[src/design/pti_pkg.sv]
// Package for the periodic timer interrupt unit: timing constants, widths and states.
// Assumes a 50 MHz system clock; the instruction sequencer outside uses these widths too.
package pti_pkg;
  localparam int unsigned CLK_HZ          = 50_000_000;
  localparam int unsigned TICK_MS         = 1;
  localparam int unsigned TICK_CYCLES     = CLK_HZ / 1000 * TICK_MS;
  localparam int unsigned INTERVAL_MIN_MS = 10;
  localparam int unsigned INTERVAL_MAX_MS = 140;
  localparam int unsigned INTERVAL_W      = 8;
  localparam int unsigned LABEL_W         = 16;
  localparam int unsigned ADDR_W          = 16;
  localparam logic [INTERVAL_W-1:0] INTERVAL_RST = 8'h0a;

  typedef enum logic [1:0] {
    PTI_LANG_LADDER,
    PTI_LANG_OTHER_A,
    PTI_LANG_OTHER_B,
    PTI_LANG_OTHER_C
  } pti_lang_e;

  typedef enum {
    PTI_IDLE,
    PTI_ENTER,
    PTI_SERVICE
  } pti_state_e;
endpackage

[src/design/pti_core.sv]
// Periodic timer interrupt unit: interval counter, enable gating, branch request and return point.
// Assumes an instruction sequencer that supplies the current program address, pulses routine_done
// when the return instruction of any interrupt routine completes, and reports other routines busy.
//
// Functional notes
// - Interrupt repeats every configured 10 to 140 ms.
// - Only active when ladder language selected.
// - Needs configuration enable; uses configured interval.
// - Expiry branches to label in jump register; expiries arriving while one is pending merge into one branch.
// - Resume main program at interrupted address.
// - Label value resolves to branch start address.
// - Status flag follows timer interrupt enable.
// - One routine at a time; others held pending.
// - Disable/enable instructions gate timer interrupt at runtime.
`timescale 1ns/10ps
module pti_core #(
  parameter int unsigned TICK_DIV   = pti_pkg::TICK_CYCLES,
  parameter int unsigned LABELS     = 16
) (
  input  wire logic                       clk,
  input  wire logic                       rst,
  input  wire logic                       running,
  input  wire logic                       cfg_load,
  input  wire logic                       cfg_enable,
  input  wire logic [pti_pkg::INTERVAL_W-1:0] cfg_interval,
  input  wire pti_pkg::pti_lang_e         cfg_lang,
  input  wire logic                       label_def_we,
  input  wire logic [$clog2(LABELS)-1:0]  label_def_num,
  input  wire logic [pti_pkg::ADDR_W-1:0] label_def_addr,
  input  wire logic                       timer_irq_jump_label_reg_we,
  input  wire logic [pti_pkg::LABEL_W-1:0] timer_irq_jump_label_wdata,
  input  wire logic                       interrupt_disable_instruction,
  input  wire logic                       interrupt_enable_instruction,
  input  wire logic [pti_pkg::ADDR_W-1:0] pc,
  input  wire logic                       other_routine_busy,
  input  wire logic                       routine_done,
  output logic                            branch_req,
  output logic [pti_pkg::ADDR_W-1:0]      branch_addr,
  output logic                            return_req,
  output logic [pti_pkg::ADDR_W-1:0]      return_addr,
  output logic                            timer_irq_active_flag,
  output logic                            in_service,
  output logic                            pending
);
  import pti_pkg::*;

  localparam int unsigned LW = $clog2(LABELS);

  ////////////////////////////////////////////////////////////////////////////
  // Settings latched only on program download, so edits do not act early.

  logic                  set_enable;
  logic [INTERVAL_W-1:0] set_interval;
  pti_lang_e             set_lang;
  logic                  rt_enable;
  logic [LABEL_W-1:0]    timer_irq_jump_label_reg;
  logic [ADDR_W-1:0]     label_table [LABELS];

  function automatic logic [INTERVAL_W-1:0] clamp_interval(input logic [INTERVAL_W-1:0] v);
    if (v < INTERVAL_W'(INTERVAL_MIN_MS)) begin
      return INTERVAL_W'(INTERVAL_MIN_MS);
    end else if (v > INTERVAL_W'(INTERVAL_MAX_MS)) begin
      return INTERVAL_W'(INTERVAL_MAX_MS);
    end
    return v;
  endfunction

  always_ff @(posedge clk or posedge rst) begin
    if (rst) begin
      set_enable   <= 1'b0;
      set_interval <= INTERVAL_RST;
      set_lang     <= PTI_LANG_OTHER_A;
    end else if (cfg_load) begin
      set_enable   <= cfg_enable;
      set_interval <= clamp_interval(cfg_interval);
      set_lang     <= cfg_lang;
    end
  end

  // Runtime enable: normally on while running, toggled by the two instructions.
  always_ff @(posedge clk or posedge rst) begin
    if (rst) begin
      rt_enable <= 1'b1;
    end else if (cfg_load) begin
      rt_enable <= 1'b1;
    end else if (interrupt_disable_instruction) begin
      rt_enable <= 1'b0;
    end else if (interrupt_enable_instruction) begin
      rt_enable <= 1'b1;
    end
  end

  always_ff @(posedge clk or posedge rst) begin
    if (rst) begin
      timer_irq_jump_label_reg <= '0;
    end else if (timer_irq_jump_label_reg_we) begin
      timer_irq_jump_label_reg <= timer_irq_jump_label_wdata;
    end
  end

  // Label table filled by the label instruction at download time; no reset needed for memory.
  always_ff @(posedge clk) begin
    if (label_def_we) begin
      label_table[label_def_num] <= label_def_addr;
    end
  end

  wire armed = running && set_enable && (set_lang == PTI_LANG_LADDER) && rt_enable;

  always_ff @(posedge clk or posedge rst) begin
    if (rst) begin
      timer_irq_active_flag <= 1'b0;
    end else begin
      timer_irq_active_flag <= set_enable && rt_enable;
    end
  end

  ////////////////////////////////////////////////////////////////////////////
  // Interval counter on the millisecond tick.

  logic                  tick;
  logic [INTERVAL_W-1:0] ms_left;
  wire                   expire = armed && tick && (ms_left == INTERVAL_W'(1));

  pti_tick #(
    .DIV  (TICK_DIV)
  ) u_tick (
    .clk  (clk),
    .rst  (rst),
    .run  (armed),
    .tick (tick)
  );

  always_ff @(posedge clk or posedge rst) begin
    if (rst) begin
      ms_left <= INTERVAL_RST;
    end else if (!armed || expire) begin
      ms_left <= set_interval;
    end else if (tick) begin
      ms_left <= ms_left - 1'b1;
    end
  end

  ////////////////////////////////////////////////////////////////////////////
  // Service sequencing: one routine at a time, a late request waits.

  pti_state_e       state;
  pti_state_e       next_state;
  logic [ADDR_W-1:0] saved_pc;

  wire can_enter = !other_routine_busy && (state == PTI_IDLE);

  always_ff @(posedge clk or posedge rst) begin
    if (rst) begin
      pending <= 1'b0;
    end else if (expire) begin
      pending <= 1'b1;
    end else if (state == PTI_ENTER || !armed) begin
      pending <= 1'b0;
    end
  end

  always_comb begin
    next_state = state;
    case (state)
      PTI_IDLE: begin
        if (pending && armed && can_enter) begin
          next_state = PTI_ENTER;
        end
      end
      PTI_ENTER: next_state = PTI_SERVICE;
      PTI_SERVICE: begin
        if (routine_done) begin
          next_state = PTI_IDLE;
        end
      end
      default: next_state = PTI_IDLE;
    endcase
  end

  always_ff @(posedge clk or posedge rst) begin
    if (rst) begin
      state <= PTI_IDLE;
    end else begin
      state <= next_state;
    end
  end

  always_ff @(posedge clk or posedge rst) begin
    if (rst) begin
      saved_pc    <= '0;
      branch_addr <= '0;
      return_addr <= '0;
    end else if (state == PTI_IDLE && next_state == PTI_ENTER) begin
      saved_pc    <= pc;
      branch_addr <= label_table[timer_irq_jump_label_reg[LW-1:0]];
    end else if (state == PTI_SERVICE && routine_done) begin
      return_addr <= saved_pc;
    end
  end

  always_ff @(posedge clk or posedge rst) begin
    if (rst) begin
      return_req <= 1'b0;
    end else begin
      return_req <= (state == PTI_SERVICE) && routine_done;
    end
  end

  assign branch_req = (state == PTI_ENTER);
  assign in_service = (state != PTI_IDLE);
endmodule

[src/design/pti_tick.sv]
// Millisecond tick divider for the periodic timer interrupt unit.
// Assumes clk runs at the rate given in the package; the tick is a one-cycle pulse.
`timescale 1ns/10ps
module pti_tick #(
  parameter int unsigned DIV = pti_pkg::TICK_CYCLES
) (
  input  wire logic clk,
  input  wire logic rst,
  input  wire logic run,
  output logic      tick
);
  import pti_pkg::*;

  localparam int unsigned CW = $clog2(DIV);
  localparam logic [CW-1:0] LAST = CW'(DIV - 1);

  logic [CW-1:0] count;
  wire           wrap = (count == LAST);

  always_ff @(posedge clk or posedge rst) begin
    if (rst) begin
      count <= '0;
    end else if (!run || wrap) begin
      count <= '0;
    end else begin
      count <= count + 1'b1;
    end
  end

  assign tick = run && wrap;
endmodule

[config.mk]
export PLATFORM = sky130hd
export DESIGN_NAME = pti_core
export DESIGN_NICKNAME = d
export VERILOG_FILES = /design/src/design/pti_pkg.sv /design/src/design/pti_core.sv /design/src/design/pti_tick.sv
export SDC_FILE = /design/constraint.sdc
export NUM_CORES = 1
export LEC_CHECK = 0
export ABC_AREA = 1
export BUFFER_PORTS_ARGS = -buffer_cell sky130_fd_sc_hd__buf_2
export CAP_MARGIN = 10
export CORE_UTILIZATION = 54
export CTS_CLUSTER_DIAMETER = 80
export DETAILED_ROUTE_END_ITERATION = 12
export HOLD_SLACK_MARGIN = 0.05
export PLACE_DENSITY = 0.84
export RECOVER_POWER = 50
export SKIP_CTS_REPAIR_TIMING = 1
export SYNTH_ARGS = -nofsm -noshare
export SYNTH_HDL_FRONTEND = slang
export SYNTH_HIERARCHICAL = 1
export SYNTH_SLANG_ARGS = --single-unit
[constraint.sdc]
create_clock -name clk -period 3.57 [get_ports clk]
set_input_delay 0.8925 -clock clk [delete_from_list [all_inputs] [get_ports clk]]
set_output_delay 0.8925 -clock clk [all_outputs]
set_load 0.01 [all_outputs]
==> flow_summary.ini <==
[floorplanning]
num_rows = 62
initial_utilization_pct = 54.76
core_area_mm2 = 0.02870
die_w_um = 172.6
die-area_mm2 = 0.02980
ioPinCount = 110
die_h_um = 172.6

[synthesis]
ys.flop_type = edfxtp_1
synth_area_per_cell_um2 = 10.29
yosysMostFrequentCell = nand2_1
yosysSeqAreaShare_pct = 68.53
netlist_instances = 1527
synth_area_mm2 = 0.01572
ys_warn_count = 6
yosysUniqueCellTypes = 38
ys_top_cells_by_count = 583 x nand2_1, 256 x edfxtp_1, 148 x nand3_1, 132 x nor2_1, 117 x dfrtp_1
synth-seq-cells = 379
synth.area.top_cells = edfxtp_1 49%, dfrtp_1 19%, nand2_1 14%, nand3_1 4.7%, nor2_1 3.2%
async_reset_ff_share_pct = 32.45
yosysTopAreaCellShare_pct = 48.91
synth_enable_flop_cells = 256
synth_area_leader_cell = edfxtp_1

[sta]
tightest_slew_ns = 1.447
skew_ns = 0.02875
rsz0062_at_grt = false
setup_tns_ns = 0
whs_ns = 0.4502
max_freq_ghz = 0.3713
period_share_pct = 75.43
final_max_slew_viol_count = 0
hold_viol = 0
slew_headroom_pct = 3.013
fin_crit_ns = 2.693
finalSetupViolCount = 0

[clock_tree]
h-tree-depth = 2
insertion_delay_ns = 0.53
cts_tree = done
clock_path_buffers = 3
cts.sinks = 379
root_buffer = clkbuf_16
clk_pin_slew_ns = 0.06
cts_made_buffers = 38

[final_layout]
drive_above_1_share_pct = 11.47
final_nets = 1739
largest_reg_flops = 256
finalInstanceArea_mm2 = 0.01789
largestRegisters = label_table x256, state x32
antenna_cells = 0
largest-register = label_table
areaGrowthSynthToFinish_pct = 13.79

[worst_setup_path]
timing.rr.end = branch_addr[2]
critical-path-top-delay-family = simple AND/OR/NAND/NOR gates
critPathKind = flip-flop to output port
crit_path_max_fanout = 3
critPathSlowestCell = dfrtp_1
r2r-start = timer_irq_jump_label_reg[0]
crit_chain = nor2_1 > nand2_1 > nor2_1 > nand2_1 > inv_1 > nand3_1 > inv_1 > buf_2
start_kind = flip-flop
worst-path-stages = 8
reg2reg_depth = 10
endpoint = branch_req
startpoint = state[27]
critPathMaxStageDelay_ns = 0.35
crit_buf_inv = 3
arrival_ns = 1.80
r2r_slack_ns = 1.34
endpoint_kind = output port
cp.required_ns = 2.68

[routing]
drt-total-wl_um = 34360
drtIter0Drc = 1104
ant_nets = 0
vias = 11020
routed_via_density = 5.309
post_drt_wl_per_cell_um = 16.55
post-route-drc-count = 0
first_pass_iters = 7

[pwr]
max-vdd-ir-drop_uv = 564.2
finalPower_mw = 9.394
p_leak_nw = 7.880
p_per_area_mw_per_mm2 = 525.2

[placement]
hpwl_um = 20620
place.gp.congestion = 0.8551
placed_area_mm2 = 0.01673
io_buffer_count = 97

[min_path]
hp-class = input pin to async pin

[status]
status = complete, no violations

[global_route]
overflow = 0
grt_max_degree = 70
grt_pass1_vias = 11030
antenna_found_initial = 0
grt_pass1_wl_um = 54430
grtUsageTotal_pct = 23.19

[run]
maxCapViolCount = 0
## layout by cell type, fill, tap and decap left out, types with 2 or more instances in the layout
| master | n |
|---|---|
| nand2_4 | 3 |
| o211ai_1 | 10 |
| nor2_1 | 132 |
| dfrtp_1 | 116 |
| o21bai_1 | 2 |
| o21ai_0 | 41 |
| xnor2_1 | 2 |
| nand2_2 | 2 |
| nand2_1 | 584 |
| a21oi_1 | 4 |
| edfxtp_1 | 256 |
| ha_1 | 3 |
| nand3_1 | 148 |
| clkbuf_16 | 39 |
| nor2_4 | 2 |
| nor2_2 | 7 |
| nor3_2 | 2 |
| inv_2 | 2 |
| clkbuf_1 | 35 |
| nor2_8 | 2 |
| buf_4 | 27 |
| inv_1 | 108 |
| nand4_1 | 10 |
| xor2_1 | 9 |
| buf_2 | 79 |
| dfstp_2 | 5 |
| clkinv_2 | 6 |
| conb_1 | 30 |
| nand3b_1 | 2 |
| nor3_1 | 2 |
| clkbuf_8 | 7 |
| nand3_2 | 2 |
## worst register-to-register path: cells and delay by family, from the launching register on
| kind | cells | cell delay [ns] |
|---|---|---|
| simple gates | 8 | 0.80 |
| buf+inv | 2 | 0.69 |
| flops | 1 | 0.66 |
## where the power goes
| part | total (mW) | switching [mW] | internal, mW | leakage [nW] |
|---|---|---|---|---|
| sequential | 4.87 | 0.0518 | 4.82 | 3.91 |
| combinational | 0.705 | 0.507 | 0.198 | 3.38 |
| clock | 3.82 | 1.57 | 2.25 | 0.589 |
## worst min path at each step
stage                                  end  slack, ns  cells after the start
after CTS                       set_enable       0.47                      2
after global routing       return_addr[10]       0.50                      2
after global placement     return_addr[14]       0.45                      2
after detailed placement        set_enable       0.46                      2
final                     u_tick/count[14]       0.45                      2
after floorplan                 set_enable       0.44                      2
## cell type report
cell class / instances / area [µm²]
Fill cell: 2119 / 10820
Sequential cell: 379 / 10780
Multi-Input combinational cell: 1003 / 4305
Clock buffer: 63 / 1140
Timing Repair Buffer: 127 / 694.4
Tap cell: 384 / 480.5
Inverter: 114 / 431.7
Clock inverter: 6 / 58.81
## metal layers
| layer | GRT usage [%] | routed length (µm) | share of wire (%) | up-vias |
|---|---|---|---|---|
| met5 | 0 | 0 | 0 | - |
| met4 | 8.594 | 736 | 2.1 | 0 |
| met3 | 3.628 | 3014 | 8.8 | 69 |
| met2 | 38.71 | 16640 | 48 | 533 |
| met1 | 30.88 | 13960 | 41 | 5201 |
| li1 | - | - | - | 5219 |
## per-stage QoR
step | utilization [%] | std cells | setup WS, ns
final | 62.32 | 2076 | 0.8770
after global routing | 62.32 | 2076 | 0.4175
after floorplan | - | 1556 | 1.368
after global placement | 58.30 | 2007 | 0.9894
after detailed placement | 58.30 | 2007 | 0.9697
after CTS | 62.48 | 2076 | 0.8754
## cells by family after synthesis
logic type,count (synthesis),share of synthesized area (%)
buffers and inverters,174,4.752
other,1,0.02386
XOR/XNOR,11,0.6130
adder cells (fa/ha/maj),3,0.2388
AND/OR/NAND/NOR,900,23.76
AO/OA/AOI/OAI,59,2.078
flip-flops,379,68.53
Power figures use the tool's default switching activity.
